$ cat config.mk
export PLATFORM = sky130hd
export DESIGN_NAME = dma_channel_flow_control_flat
export DESIGN_NICKNAME = d
export VERILOG_FILES = /design/src/hw/dma_flow_pkg.sv /design/src/hw/dma_link_if.sv /design/src/hw/dma_channel_flow_control.sv /design/src/flat_wrapper.sv
export SDC_FILE = /design/constraint.sdc
export NUM_CORES = 1
export LEC_CHECK = 0
export BUFFER_PORTS_ARGS = -buffer_cell sky130_fd_sc_hd__clkbuf_2
export CORE_UTILIZATION = 46
export CTS_CLUSTER_DIAMETER = 30
export DETAILED_ROUTE_END_ITERATION = 6
export PLACE_DENSITY = 0.67
export SLEW_MARGIN = 20
export SYNTH_ARGS = -nofsm -noshare
export SYNTH_HDL_FRONTEND = slang
export SYNTH_SLANG_ARGS = --single-unit
$ cat constraint.sdc
create_clock -name pclk -period 2.78 [get_ports pclk]
set_clock_uncertainty 0.15 [all_clocks]
set_input_delay 0.556 -clock pclk [delete_from_list [all_inputs] [get_ports pclk]]
set_output_delay 0.556 -clock pclk [all_outputs]
set_load 0.02 [all_outputs]
$ cat src/hw/dma_flow_pkg.sv
// constants, field layouts and states shared by the dma channel and its link partner
package dma_flow_pkg;
  localparam int DW = 32;
  localparam int PAW = 8;
  localparam int CNT_W = 16;
  localparam int WAIT_W = 5;

  // ----------------------------------------------------------------------
  // register offsets
  // ----------------------------------------------------------------------
  localparam logic [PAW-1:0] OFF_CTRL = 8'h00;
  localparam logic [PAW-1:0] OFF_SRC_ADDR = 8'h04;
  localparam logic [PAW-1:0] OFF_DST_ADDR = 8'h08;
  localparam logic [PAW-1:0] OFF_DESC_PTR = 8'h0c;
  localparam logic [PAW-1:0] OFF_CFG = 8'h10;
  localparam logic [PAW-1:0] OFF_SIZE = 8'h14;
  localparam logic [PAW-1:0] OFF_SWREQ = 8'h18;
  localparam logic [PAW-1:0] OFF_STATUS = 8'h1c;

  // ----------------------------------------------------------------------
  // field positions
  // ----------------------------------------------------------------------
  localparam int CTRL_EN_BIT = 0;
  localparam int CFG_SRC_MODE_LSB = 0;
  localparam int CFG_DST_MODE_LSB = 2;
  localparam int CFG_SRC_HS_BIT = 4;
  localparam int CFG_DST_HS_BIT = 5;
  localparam int CFG_SRC_PERIPH_BIT = 6;
  localparam int CFG_DST_PERIPH_BIT = 7;
  localparam int CFG_CH_LOCK_BIT = 8;
  localparam int CFG_CH_SCOPE_LSB = 9;
  localparam int CFG_BUS_LOCK_BIT = 11;
  localparam int CFG_BUS_SCOPE_LSB = 12;
  localparam int SIZE_BUF_LEN_LSB = 0;
  localparam int SIZE_CHUNK_LSB = 16;
  localparam int SIZE_BUF_TOTAL_LSB = 24;
  localparam int SWREQ_SRC_BIT = 0;
  localparam int SWREQ_DST_BIT = 1;
  localparam int STAT_BUSY_BIT = 0;
  localparam int STAT_DONE_BIT = 1;
  localparam int STAT_BUF_LSB = 8;

  localparam logic [DW-1:0] REG_RESET = 32'h0;
  localparam logic [DW-1:0] WORD_BYTES = 32'h4;

  // ----------------------------------------------------------------------
  // encodings
  // ----------------------------------------------------------------------
  localparam logic [1:0] MB_RELOAD = 2'h0;
  localparam logic [1:0] MB_CONTIG = 2'h1;
  localparam logic [1:0] MB_CHAIN = 2'h2;
  localparam logic [1:0] SCOPE_TRANSFER = 2'h0;
  localparam logic [1:0] SCOPE_BUFFER = 2'h1;
  localparam logic [1:0] SCOPE_CHUNK = 2'h2;
  localparam logic [1:0] HTRANS_IDLE = 2'h0;
  localparam logic [1:0] HTRANS_NONSEQ = 2'h2;
  // linked list item: src address, dst address, next descriptor pointer
  localparam logic [1:0] ITEM_LAST = 2'h2;

  typedef enum logic [2:0] {
    ST_IDLE, ST_FETCH, ST_WAIT_REQ, ST_READ, ST_WRITE, ST_CHUNK_END, ST_BUF_END
  } chan_state_t;
endpackage

$ cat src/hw/dma_link_if.sv
// link between the dma channel and the slave/peripheral it serves
`timescale 1ns/1ps
interface dma_link_if;
  logic [1:0] htrans;
  logic [31:0] haddr;
  logic hwrite;
  logic [31:0] hwdata;
  logic [31:0] hrdata;
  logic hready;
  logic hmastlock;
  logic src_req;
  logic dst_req;
  logic src_ack;
  logic dst_ack;

  modport ctrl_end (
    output htrans, haddr, hwrite, hwdata, hmastlock, src_ack, dst_ack,
    input hrdata, hready, src_req, dst_req
  );
  modport periph_end (
    input htrans, haddr, hwrite, hwdata, hmastlock, src_ack, dst_ack,
    output hrdata, hready, src_req, dst_req
  );
endinterface

$ cat src/hw/dma_channel_flow_control.sv
// one dma channel: apb registers, multi-buffer sequencing, locking and handshake gating
`timescale 1ns/1ps
module dma_channel_flow_control (
  input wire logic pclk,
  input wire logic presetn,
  input wire logic psel,
  input wire logic penable,
  input wire logic pwrite,
  input wire logic [dma_flow_pkg::PAW-1:0] paddr,
  input wire logic [dma_flow_pkg::DW-1:0] pwdata,
  output logic [dma_flow_pkg::DW-1:0] prdata,
  output logic pready,
  output logic pslverr,
  dma_link_if.ctrl_end link,
  output logic arb_lock
);
  import dma_flow_pkg::*;

  // ----------------------------------------------------------------------
  // registers and state
  // ----------------------------------------------------------------------
  chan_state_t state_reg;
  logic [DW-1:0] src_addr_reg, dst_addr_reg, desc_ptr_reg, cfg_reg, size_reg;
  logic [DW-1:0] cur_src_reg, cur_dst_reg, next_desc_ptr_reg, data_reg, prdata_reg;
  logic [CNT_W-1:0] word_cnt_reg, chunk_cnt_reg;
  logic [7:0] buf_cnt_reg;
  logic [1:0] item_idx_reg;
  logic swreq_src_reg, swreq_dst_reg, done_reg;

  logic wr_en, addr_ok, start, bus_done, busy;
  logic [1:0] src_mode, dst_mode;
  logic src_hw, dst_hw, src_periph, dst_periph, any_chain;
  logic src_ok, dst_ok, chunk_last, buf_last, buf_done, xfer_last;
  logic [CNT_W-1:0] buf_len, chunk_len;
  logic [7:0] buf_total;

  assign src_mode = cfg_reg[CFG_SRC_MODE_LSB +: 2];
  assign dst_mode = cfg_reg[CFG_DST_MODE_LSB +: 2];
  assign src_hw = cfg_reg[CFG_SRC_HS_BIT];
  assign dst_hw = cfg_reg[CFG_DST_HS_BIT];
  assign src_periph = cfg_reg[CFG_SRC_PERIPH_BIT];
  assign dst_periph = cfg_reg[CFG_DST_PERIPH_BIT];
  assign any_chain = (src_mode == MB_CHAIN) | (dst_mode == MB_CHAIN);
  assign buf_len = size_reg[SIZE_BUF_LEN_LSB +: CNT_W];
  assign chunk_len = {8'h0, size_reg[SIZE_CHUNK_LSB +: 8]};
  assign buf_total = size_reg[SIZE_BUF_TOTAL_LSB +: 8];
  assign busy = (state_reg != ST_IDLE);

  // ----------------------------------------------------------------------
  // apb slave: zero wait states, error on unmapped offsets
  // ----------------------------------------------------------------------
  assign wr_en = psel & penable & pwrite;
  assign pready = 1'b1;
  assign addr_ok = (paddr == OFF_CTRL) | (paddr == OFF_SRC_ADDR) | (paddr == OFF_DST_ADDR) |
                   (paddr == OFF_DESC_PTR) | (paddr == OFF_CFG) | (paddr == OFF_SIZE) |
                   (paddr == OFF_SWREQ) | (paddr == OFF_STATUS);
  assign pslverr = psel & penable & ~addr_ok;
  assign prdata = prdata_reg;
  assign start = wr_en & (paddr == OFF_CTRL) & pwdata[CTRL_EN_BIT] & ~busy;

  always_ff @(posedge pclk or negedge presetn) begin
    if (!presetn) begin
      src_addr_reg <= REG_RESET;
      dst_addr_reg <= REG_RESET;
      desc_ptr_reg <= REG_RESET;
      cfg_reg <= REG_RESET;
      size_reg <= REG_RESET;
    end else if (wr_en) begin
      case (paddr)
        OFF_SRC_ADDR: src_addr_reg <= pwdata;
        OFF_DST_ADDR: dst_addr_reg <= pwdata;
        OFF_DESC_PTR: desc_ptr_reg <= pwdata;
        OFF_CFG: cfg_reg <= pwdata;
        OFF_SIZE: size_reg <= pwdata;
        default: ;
      endcase
    end
  end

  // read data is latched in the setup cycle so it stands through the access cycle
  always_ff @(posedge pclk or negedge presetn) begin
    if (!presetn) begin
      prdata_reg <= REG_RESET;
    end else if (psel & ~penable & ~pwrite) begin
      case (paddr)
        OFF_CTRL: prdata_reg <= {31'h0, busy};
        OFF_SRC_ADDR: prdata_reg <= src_addr_reg;
        OFF_DST_ADDR: prdata_reg <= dst_addr_reg;
        OFF_DESC_PTR: prdata_reg <= desc_ptr_reg;
        OFF_CFG: prdata_reg <= cfg_reg;
        OFF_SIZE: prdata_reg <= size_reg;
        OFF_SWREQ: prdata_reg <= {30'h0, swreq_dst_reg, swreq_src_reg};
        OFF_STATUS: prdata_reg <= {16'h0, buf_cnt_reg, 6'h0, done_reg, busy};
        default: prdata_reg <= REG_RESET;
      endcase
    end
  end

  // ----------------------------------------------------------------------
  // software handshake requests and done flag: set wins over clear
  // ----------------------------------------------------------------------
  always_ff @(posedge pclk or negedge presetn) begin
    if (!presetn) begin
      swreq_src_reg <= 1'b0;
      swreq_dst_reg <= 1'b0;
    end else begin
      if (wr_en & (paddr == OFF_SWREQ) & pwdata[SWREQ_SRC_BIT]) begin
        swreq_src_reg <= 1'b1;
      end else if (state_reg == ST_CHUNK_END & src_periph & ~src_hw) begin
        swreq_src_reg <= 1'b0;
      end
      if (wr_en & (paddr == OFF_SWREQ) & pwdata[SWREQ_DST_BIT]) begin
        swreq_dst_reg <= 1'b1;
      end else if (state_reg == ST_CHUNK_END & dst_periph & ~dst_hw) begin
        swreq_dst_reg <= 1'b0;
      end
    end
  end

  always_ff @(posedge pclk or negedge presetn) begin
    if (!presetn) begin
      done_reg <= 1'b0;
    end else if (state_reg == ST_BUF_END & xfer_last) begin
      done_reg <= 1'b1;
    end else if (wr_en & (paddr == OFF_STATUS) & pwdata[STAT_DONE_BIT]) begin
      done_reg <= 1'b0;
    end
  end

  // ----------------------------------------------------------------------
  // sequencing
  // ----------------------------------------------------------------------
  assign bus_done = (link.htrans == HTRANS_NONSEQ) & link.hready;
  // memory-type sides never wait; peripherals wait on their chosen handshake
  assign src_ok = ~src_periph | (src_hw ? link.src_req : swreq_src_reg);
  assign dst_ok = ~dst_periph | (dst_hw ? link.dst_req : swreq_dst_reg);
  // zero lengths behave as one word
  assign chunk_last = (chunk_cnt_reg + 16'h1) >= chunk_len;
  assign buf_last = (word_cnt_reg + 16'h1) >= buf_len;
  assign buf_done = word_cnt_reg >= buf_len;
  assign xfer_last = ((buf_cnt_reg + 8'h1) >= buf_total) |
                     (any_chain & next_desc_ptr_reg == REG_RESET);

  always_ff @(posedge pclk or negedge presetn) begin
    if (!presetn) begin
      state_reg <= ST_IDLE;
    end else begin
      case (state_reg)
        ST_IDLE: if (start) state_reg <= any_chain ? ST_FETCH : ST_WAIT_REQ;
        ST_FETCH: if (bus_done & item_idx_reg == ITEM_LAST) state_reg <= ST_WAIT_REQ;
        ST_WAIT_REQ: if (src_ok & dst_ok) state_reg <= ST_READ;
        ST_READ: if (bus_done) state_reg <= ST_WRITE;
        ST_WRITE: if (bus_done) state_reg <= (chunk_last | buf_last) ? ST_CHUNK_END : ST_READ;
        ST_CHUNK_END: state_reg <= buf_done ? ST_BUF_END : ST_WAIT_REQ;
        ST_BUF_END: begin
          if (xfer_last) begin
            state_reg <= ST_IDLE;
          end else begin
            state_reg <= any_chain ? ST_FETCH : ST_WAIT_REQ;
          end
        end
        default: state_reg <= ST_IDLE;
      endcase
    end
  end

  // addresses: chained items override, reload restores, contiguous just runs on
  always_ff @(posedge pclk or negedge presetn) begin
    if (!presetn) begin
      cur_src_reg <= REG_RESET;
      cur_dst_reg <= REG_RESET;
      next_desc_ptr_reg <= REG_RESET;
    end else begin
      if (state_reg == ST_IDLE & start) begin
        cur_src_reg <= src_addr_reg;
        cur_dst_reg <= dst_addr_reg;
        next_desc_ptr_reg <= desc_ptr_reg;
      end else if (state_reg == ST_FETCH & bus_done) begin
        if (item_idx_reg == 2'h0 & src_mode == MB_CHAIN) cur_src_reg <= link.hrdata;
        if (item_idx_reg == 2'h1 & dst_mode == MB_CHAIN) cur_dst_reg <= link.hrdata;
        if (item_idx_reg == ITEM_LAST) next_desc_ptr_reg <= link.hrdata;
      end else if (state_reg == ST_WRITE & bus_done) begin
        // a peripheral sits at one fixed address
        if (!src_periph) cur_src_reg <= cur_src_reg + WORD_BYTES;
        if (!dst_periph) cur_dst_reg <= cur_dst_reg + WORD_BYTES;
      end else if (state_reg == ST_BUF_END & ~xfer_last) begin
        if (src_mode == MB_RELOAD) cur_src_reg <= src_addr_reg;
        if (dst_mode == MB_RELOAD) cur_dst_reg <= dst_addr_reg;
      end
    end
  end

  always_ff @(posedge pclk or negedge presetn) begin
    if (!presetn) begin
      data_reg <= REG_RESET;
    end else if (state_reg == ST_READ & bus_done) begin
      data_reg <= link.hrdata;
    end
  end

  always_ff @(posedge pclk or negedge presetn) begin
    if (!presetn) begin
      word_cnt_reg <= '0;
      chunk_cnt_reg <= '0;
      buf_cnt_reg <= 8'h0;
      item_idx_reg <= 2'h0;
    end else begin
      if (start | state_reg == ST_BUF_END) begin
        word_cnt_reg <= '0;
      end else if (state_reg == ST_WRITE & bus_done) begin
        word_cnt_reg <= word_cnt_reg + 16'h1;
      end
      if (start | state_reg == ST_CHUNK_END) begin
        chunk_cnt_reg <= '0;
      end else if (state_reg == ST_WRITE & bus_done) begin
        chunk_cnt_reg <= chunk_cnt_reg + 16'h1;
      end
      if (start) begin
        buf_cnt_reg <= 8'h0;
      end else if (state_reg == ST_BUF_END) begin
        buf_cnt_reg <= buf_cnt_reg + 8'h1;
      end
      if (state_reg == ST_FETCH & bus_done) begin
        item_idx_reg <= (item_idx_reg == ITEM_LAST) ? 2'h0 : item_idx_reg + 2'h1;
      end
    end
  end

  // ----------------------------------------------------------------------
  // link drive
  // ----------------------------------------------------------------------
  always_comb begin
    link.htrans = HTRANS_IDLE;
    link.haddr = cur_dst_reg;
    case (state_reg)
      ST_FETCH: begin
        link.htrans = HTRANS_NONSEQ;
        link.haddr = next_desc_ptr_reg + {28'h0, item_idx_reg, 2'h0};
      end
      ST_READ: begin
        link.htrans = HTRANS_NONSEQ;
        link.haddr = cur_src_reg;
      end
      ST_WRITE: link.htrans = HTRANS_NONSEQ;
      default: ;
    endcase
  end
  assign link.hwrite = (state_reg == ST_WRITE);
  assign link.hwdata = data_reg;
  assign link.src_ack = (state_reg == ST_CHUNK_END) & src_periph & src_hw;
  assign link.dst_ack = (state_reg == ST_CHUNK_END) & dst_periph & dst_hw;

  // ----------------------------------------------------------------------
  // locking: buffer scope drops for the buffer-end cycle, chunk scope outside data beats
  // ----------------------------------------------------------------------
  function automatic logic in_scope(input logic [1:0] scope, input chan_state_t st);
    case (scope)
      SCOPE_TRANSFER: in_scope = (st != ST_IDLE);
      SCOPE_BUFFER: in_scope = (st != ST_IDLE) & (st != ST_BUF_END);
      SCOPE_CHUNK: in_scope = (st == ST_READ) | (st == ST_WRITE);
      default: in_scope = 1'b0;
    endcase
  endfunction

  assign link.hmastlock = cfg_reg[CFG_BUS_LOCK_BIT] &
                          in_scope(cfg_reg[CFG_BUS_SCOPE_LSB +: 2], state_reg);
  // or-ing the bus lock in keeps arbitration at least as long as hmastlock
  assign arb_lock = (cfg_reg[CFG_CH_LOCK_BIT] &
                     in_scope(cfg_reg[CFG_CH_SCOPE_LSB +: 2], state_reg)) |
                    link.hmastlock;
endmodule

$ cat src/flat_wrapper.sv
// flat-port wrapper written by rule: the top's interface ports become plain ports
module dma_channel_flow_control_flat import dma_flow_pkg::*;
  (pclk, presetn, psel, penable, pwrite, paddr, pwdata, prdata, pready, pslverr, arb_lock, link_htrans, link_haddr, link_hwrite, link_hwdata, link_hmastlock, link_src_ack, link_dst_ack, link_hrdata, link_hready, link_src_req, link_dst_req);
  dma_link_if link_i ();
  input wire logic pclk;
  input wire logic presetn;
  input wire logic psel;
  input wire logic penable;
  input wire logic pwrite;
  input wire logic [dma_flow_pkg::PAW-1:0] paddr;
  input wire logic [dma_flow_pkg::DW-1:0] pwdata;
  output logic [dma_flow_pkg::DW-1:0] prdata;
  output logic pready;
  output logic pslverr;
  output logic arb_lock;
  output wire logic [$bits(link_i.htrans)-1:0] link_htrans;
  output wire logic [$bits(link_i.haddr)-1:0] link_haddr;
  output wire logic [$bits(link_i.hwrite)-1:0] link_hwrite;
  output wire logic [$bits(link_i.hwdata)-1:0] link_hwdata;
  output wire logic [$bits(link_i.hmastlock)-1:0] link_hmastlock;
  output wire logic [$bits(link_i.src_ack)-1:0] link_src_ack;
  output wire logic [$bits(link_i.dst_ack)-1:0] link_dst_ack;
  input wire logic [$bits(link_i.hrdata)-1:0] link_hrdata;
  input wire logic [$bits(link_i.hready)-1:0] link_hready;
  input wire logic [$bits(link_i.src_req)-1:0] link_src_req;
  input wire logic [$bits(link_i.dst_req)-1:0] link_dst_req;
  assign link_htrans = link_i.htrans;
  assign link_haddr = link_i.haddr;
  assign link_hwrite = link_i.hwrite;
  assign link_hwdata = link_i.hwdata;
  assign link_hmastlock = link_i.hmastlock;
  assign link_src_ack = link_i.src_ack;
  assign link_dst_ack = link_i.dst_ack;
  assign link_i.hrdata = link_hrdata;
  assign link_i.hready = link_hready;
  assign link_i.src_req = link_src_req;
  assign link_i.dst_req = link_dst_req;
  dma_channel_flow_control u_core (.pclk(pclk), .presetn(presetn), .psel(psel), .penable(penable), .pwrite(pwrite), .paddr(paddr), .pwdata(pwdata), .prdata(prdata), .pready(pready), .pslverr(pslverr), .link(link_i), .arb_lock(arb_lock));
endmodule
==> run summary, run 1 <==
outcome -> finished, violations left
failing checks -> design-rule violations, negative setup slack
IO buf count -> 182
via density per instance -> 6.17
maximum fanout along the worst path -> 4
GR Util All Layers -> 33.2%
required time worst endpoint -> 2070 ps
critical path capture point type -> output pin
synth warn -> 0
async set-reset flop share out of synthesis -> 100%
Tot Pwr -> 27.8 mW
largest net degree at the start of global routing -> 71
per-cell routed wire length -> 23.7 um
first-pass GRT wire length -> 112000 um
Max-Cap Viols -> 0
FP Rows -> 76
DRC -> 2
met3 Use GR -> 7.13%
Final Hold Vio Count -> 0
critical path, cell by cell -> ha_4, fa_2, and3_4, and4_4, buf_6, buf_6, nand4_1, xor2_1, nor2_1, a21oi_1, o21ai_1, buf_4
Worst VDD drop -> 0.000516 V
Place WS -> -284 ps
clock-pin slew on the worst setup and hold paths -> 50 ps
met1 usage -> 47.0%
I/O Pins -> 185
Nets -> 2604
endpoints failing setup -> 96
Seq/Total Area, Yosys -> 45.4%
synthesis-stage register bit count -> 368
critical path class -> reg -> out
Synth Area per Inst -> 9.67 um^2
DPL Wire Length -> 50100 um
Root Driver -> clkbuf_16
Clk Latency, worst-skew pair -> 620 ps
CTS buffer count -> 89
Post-synth EDFFs -> 0
Leak -> 13.0 nW
Startpoint Class -> flip-flop
final global-route overflow total -> 0
DR vias -> 19300
Cell variety after synth -> 74
Pwr per Cell Area -> 978 nW/um^2
post-placement cell count -> 2903
Final min period -> 3540 ps
Layout area overhead -> 40.1%
Main synth FF type -> dfrtp_1
Sink Count -> 368
slew margin rel. -> 41.2%
CTS tree -> built
Max stage delay on crit path -> 410 ps
initial antenna violation count -> 1
fin crit share -> 127%
Die Height -> 212 um
share of post-route cells with drive strength above 1 -> 36.5%
final wirelength -> 74200 um
core area -> 43300 um^2
Die X -> 212 um
Final Non-Filler Cells -> 3125
Worst-Margin Slew -> 875 ps
fmax -> 282 MHz
RSZ-0062 raised after global routing -> true
most used cell, CP -> buf_6
WHS Path Cells -> 3
synthesized area -> 20300 um^2
die area -> 44900 um^2
worst hold path type -> in -> reg
M2 GR Usage -> 48.8%
Cells after Synth -> 2097
via count of the first global-routing pass -> 18700
RePlAce Congestion -> 0.974
clock buffer depth -> 3
post-route ant nets -> 0
Pre-Repair DR Iteration Count -> 7
synthesized net count -> 2233
R2R depth -> 16
GR peak layer -> met2
Starting Density -> 46.9%
WP data arrival -> 2840 ps
final worst slack -> -762 ps
drt initial violations -> 2182
slowest CP cell -> dfrtp_1
max-slew violations -> 0
H-tree depth -> 3
stage by stage:
step | util [%] | setup TNS (ps) | area, um^2 | hold slack (ps)
after floorplan | - | -441 | 20400 | 110
after global routing | 65.7 | -48430 | 28400 | 90.2
after detailed placement | 53.5 | -18180 | 23100 | 331
after CTS | 63.9 | -37790 | 27700 | 70.6
after global placement | 53.5 | -12060 | 23100 | 327
final | 65.7 | -41740 | 28400 | 96.8
final timing paths:
path	startpoint	to	slack [ps]
worst max register to register	u_core.buf_cnt_reg[0]$_DFFE_PN0P_	u_core.cur_dst_reg[11]$_DFFE_PN0P_	-540
worst min-delay path	pwdata[27]	u_core.size_reg[27]$_DFFE_PN0P_	100
max in group asynchronous	presetn	u_core.word_cnt_reg[6]$_DFFE_PN0P_	1340
worst max-delay path	u_core.next_desc_ptr_reg[2]$_DFFE_PN0P_	link_haddr[18]	-760
worst min register to register	u_core.prdata[21]$_DFFE_PN0P_	u_core.prdata[21]$_DFFE_PN0P_	340
min in group asynchronous	presetn	u_core.cur_dst_reg[4]$_DFFE_PN0P_	360
cell usage after synthesis, types with 16 or more instances:
| master | count | area, um^2 |
|---|---|---|
| a31oi_1 | 28 | 175 |
| and3_1 | 24 | 150 |
| ha_1 | 55 | 688 |
| dfrtp_1 | 368 | 9210 |
| nand2_1 | 198 | 743 |
| clkbuf_1 | 87 | 327 |
| o21a_1 | 17 | 128 |
| inv_1 | 61 | 229 |
| nand4_1 | 32 | 200 |
| nor3_1 | 40 | 200 |
| xnor2_1 | 32 | 280 |
| a21oi_1 | 117 | 586 |
| o21ai_0 | 177 | 886 |
| nor4_1 | 18 | 113 |
| nand3_1 | 64 | 320 |
| a221oi_1 | 38 | 333 |
| mux2_2 | 157 | 1770 |
| mux2i_1 | 44 | 440 |
| a222oi_1 | 36 | 360 |
| buf_2 | 30 | 150 |
| nor2_1 | 175 | 657 |
| a22oi_1 | 47 | 353 |
| a22o_1 | 16 | 140 |
| xor2_1 | 42 | 368 |
kinds of logic (layout without fill, tap and decap cells):
family | Yosys count | in the layout | share of synthesized area (%)
mux | 201 | 201 | 10.9
buf+inv | 200 | 642 | 4.13
xor+xnor | 74 | 74 | 3.20
fa+ha+maj | 56 | 56 | 3.49
other cells | 2 | 3 | 0.0370
flops | 368 | 368 | 45.4
compound gates | 562 | 562 | 18.1
simple gates | 634 | 634 | 14.8
metal layers:
layer | part of all wire, % | vias to the layer above | wire, um
met4 | 4.1 | 0 | 3010
met2 | 44 | 987 | 32700
li1 | - | 8508 | -
met1 | 43 | 9588 | 31900
met5 | 0 | - | 0
met3 | 8.9 | 185 | 6570
where the power goes:
group / switching [mW] / internal, mW / total (mW)
registers: 1.34 / 6.42 / 7.76
logic: 4.82 / 4.14 / 8.96
clock network: 3.31 / 7.75 / 11.1
total: 9.47 / 18.3 / 27.8
cell type report:
| type | instances | area, um^2 |
|---|---|---|
| diodes | 1 | 2.50 |
| clock buffers | 122 | 2540 |
| clock inverters | 40 | 659 |
| fillers | 3319 | 14900 |
| inverters | 61 | 229 |
| multi-input cells | 1529 | 11400 |
| flip-flops and latches | 368 | 9210 |
| well taps | 585 | 732 |
| repair buffers | 419 | 3680 |
critical path: cells and delay by family, from the launching register on:
kind                       cells  cell delay (ps)
DFF                            1              410
xor gates and xnor gates       1              140
buffers and inverters          3              400
adders and majority gates      2              530
AOI/OAI and AO/OA              2              210
and+or+nand+nor                4              520
placed cells by master (no fill, tap or decap), types with 40 or more instances in the layout:
cell type / n
a21oi_1: 95
buf_4: 173
clkbuf_16: 91
nand2_1: 190
o21ai_0: 65
mux2i_1: 43
nor2_1: 163
dfrtp_1: 364
ha_1: 51
o21ai_2: 60
clkbuf_2: 151
inv_1: 61
nand3_1: 57
xor2_1: 40
mux2_2: 157
a22oi_1: 46
repair_timing:
item,in CTS,in global routing
resized for setup,232,189
gates cloned,16,0
hold buffers,1,0
hold endpoints to repair,56,0
setup buffers,27,23
pin swaps,90,80
setup endpoints to repair,102,103
Power figures use the tool's default switching activity.
==> run 2, diff against run 1 <==
Settings changed: PLACE_DENSITY 0.67 to unset.
Clock period 2.78 ns to 3.34 ns, I/O delays scaled along.
==> run 2 against run 1 <==
The run ends with negative setup slack left. Setup slack better by 440 ps. Sequential power decreased by 18%. Global-route usage decreased by 3.2 points. Wire length down 9.9%. Core utilization down 5.7 points. Count of clock-buffer cells in the layout down 5. Critical path depth decreased by 1. Clock power shrank 15%. Cell area decreased by 8.6%. Sequential share of layout area up 3.0 points. Via count fell by 6.3%. Total power down 24%.
==> run summary, run 2 (synthesis results as in run 1) <==
outcome -> finished, violations left (unchanged)
drt initial violations -> 2274 (was 2182)
post-route ant nets -> 0 (unchanged)
Die X -> 212 um (unchanged)
core area -> 43300 um^2 (unchanged)
Final min period -> 3660 ps
Startpoint Class -> flip-flop (unchanged)
post-placement cell count -> 2803 (was 2903)
largest net degree at the start of global routing -> 89 (was 71)
Tot Pwr -> 21.1 mW (was 27.8 mW)
endpoints failing setup -> 26 (was 96)
required time worst endpoint -> 2520 ps (was 2070 ps)
Pre-Repair DR Iteration Count -> 7 (unchanged)
failing checks -> negative setup slack (was design-rule violations, negative setup slack)
switching share of power -> 33.5% (was 34.1%)
DPL Wire Length -> 47500 um (was 50100 um)
Final Non-Filler Cells -> 2992 (was 3125)
final global-route overflow total -> 0 (unchanged)
Place WS -> -113 ps (was -284 ps)
final worst slack -> -318 ps (was -762 ps)
Pwr per Cell Area -> 814 nW/um^2 (was 978 nW/um^2)
CTS tree -> built (unchanged)
DRC -> 0 (was 2)
clock buffer depth -> 3 (unchanged)
DR vias -> 18100 (was 19300)
Clk Latency, worst-skew pair -> 630 ps (was 620 ps)
Root Driver -> clkbuf_16 (unchanged)
Psw -> 7.08 mW (was 9.47 mW)
RePlAce Congestion -> 0.933 (was 0.974)
Leak -> 11.9 nW (was 13.0 nW)
R2R Path End -> u_core.cur_dst_reg[28]$_DFFE_PN0P_ (was u_core.cur_dst_reg[11]$_DFFE_PN0P_)
commonest cells after routing, fill and taps aside -> dfrtp_1 (366), nand2_1 (196), nor2_1 (166), o21ai_0 (164), clkbuf_2 (160) (was dfrtp_1 (364), nand2_1 (190), buf_4 (173), nor2_1 (163), mux2_2 (157))
initial antenna violation count -> 0 (was 1)
fin crit share -> 110%
Final Hold Vio Count -> 0 (unchanged)
# fillers -> 3654 (was 3319)
FF-to-FF Start -> u_core.buf_cnt_reg[1]$_DFFE_PN0P_ (was u_core.buf_cnt_reg[0]$_DFFE_PN0P_)
critical path class -> reg -> out (unchanged)
H-tree depth -> 3 (unchanged)
sequential fraction of design power -> 30.2% (was 27.9%)
via count of the first global-routing pass -> 17000 (was 18700)
Critical Path End -> link_haddr[26] (was link_haddr[18])
Seq. cell area -> 9210 um^2 (about the same)
GR Util All Layers -> 30.0% (was 33.2%)
Starting Density -> 46.9% (unchanged)
WP data arrival -> 2840 ps (about the same)
power share of the clock group -> 44.7% (was 39.8%)
Int Power -> 14.1 mW (was 18.3 mW)
I/O Pins -> 185 (unchanged)
critical path capture point type -> output pin (unchanged)
worst hold path type -> in -> reg (unchanged)
Die Height -> 212 um (unchanged)
Worst-Margin Slew -> 826 ps (was 875 ps)
Layout area overhead -> 28.0% (was 40.1%)
clock-pin slew on the worst setup and hold paths -> 40 ps (was 50 ps)
final wirelength -> 66800 um (was 74200 um)
RSZ-0062 raised after global routing -> true (unchanged)
R2R Setup Slk -> 180 ps (was -540 ps)
via density per instance -> 6.03 (was 6.17)
combinational share of power -> 25.1% (was 32.3%)
Max-Cap Viols -> 0 (unchanged)
max-slew violations -> 0 (unchanged)
fmax -> 273 MHz
IO buf count -> 182 (unchanged)
n_diodes -> 0 (was 1)
first-pass GRT wire length -> 102000 um (was 112000 um)
Worst VDD drop -> 0.000716 V (was 0.000516 V)
most common cell after layout, fill and taps aside -> dfrtp_1 (unchanged)
share of post-route cells with drive strength above 1 -> 27.9% (was 36.5%)
FP Rows -> 76 (unchanged)
Nets -> 2466 (was 2604)
R2R depth -> 13 (was 16)
Multi-input gate area -> 10500 um^2 (was 11400 um^2)
hold_ws -> 196 ps (was 96.8 ps)
CP startpoint -> u_core.next_desc_ptr_reg[2]$_DFFE_PN0P_ (unchanged)
die area -> 44900 um^2 (unchanged)
maximum fanout along the worst path -> 6 (was 4)
slew margin rel. -> 45.0% (was 41.2%)
per-cell routed wire length -> 22.3 um (was 23.7 um)
Sink Count -> 368 (unchanged)
CTS buffer count -> 93 (was 89)
## run 2: worst min path at each step
| stage | endpoint | startpoint | slack (ps) | cells after the start |
|---|---|---|---|---|
| floorplan | u_core.buf_cnt_reg[0]$_DFFE_PN0P_ | presetn | 220 | 0 |
| global placement | u_core.done_reg$_DFFE_PN0P_ | u_core.done_reg$_DFFE_PN0P_ | 320 | 2 |
| detailed placement | u_core.done_reg$_DFFE_PN0P_ | u_core.done_reg$_DFFE_PN0P_ | 330 | 2 |
| CTS | u_core.size_reg[28]$_DFFE_PN0P_ | pwdata[28] | 180 | 3 |
| global route | u_core.dst_addr_reg[28]$_DFFE_PN0P_ | pwdata[28] | 190 | 2 |
| finish | u_core.size_reg[28]$_DFFE_PN0P_ | pwdata[28] | 200 | 3 |
## run 2: area by class of cell
cell class | count | share of cell area, %
clock inverters | 55 | 2.88
well taps | 585 | 2.82
multi-input cells | 1529 | 40.5
inverters | 61 | 0.896
repair buffers | 277 | 7.38
clock buffers | 117 | 10.0
flip-flops and latches | 368 | 35.5
## run 2: power by group through the flow
stage	clock network [mW]	logic, mW	registers (mW)
5_1_grt	9.82	5.79	6.51
4_1_cts	9.55	5.17	6.33
3_3_place_gp	0	4.89	6.35
2_1_floorplan	0	2.96	6.40
6_report	9.45	5.29	6.39
3_5_place_dp	0	4.97	6.39
## run 2: metrics by stage
stage / area, um^2 / util (%) / setup TNS [ps]
after floorplan: 20300 / - / 0
after global placement: 22200 / 51.2 / -182
after detailed placement: 22200 / 51.2 / -351
after CTS: 25700 / 59.5 / -5140
after global routing: 26000 / 60.0 / -8460
final: 26000 / 60.0 / -4670
## run 2: repair_timing
| action | 4_1_cts | 5_1_grt |
|---|---|---|
| gates cloned | 0 | 0 |
| hold buffers | 1 | 0 |
| setup buffers | 9 | 7 |
| pin swaps | 15 | 24 |
| resized for setup | 55 | 58 |
| setup endpoints to repair | 36 | 89 |
| endpoints found under the hold margin | 57 | 0 |
## run 2: worst max-delay path: stages (launching register included)
cell and delay (ps):
dfrtp_1 410, ha_4 180, fa_2 340, and3_4 160, and4_4 220, nand4_1 170
buf_4 180, nor2_4 30, xor2_1 150, o21ai_1 120, nand2_1 100, clkbuf_8 160
## run 2: layer usage
metal | GRT usage (%) | vias up | wire length, um
li1 | - | 8202 | -
met1 | 43.8 | 8905 | 30100
met2 | 43.9 | 835 | 29000
met3 | 6.91 | 111 | 6240
met4 | 9.37 | 0 | 1530
met5 | 0 | - | 0
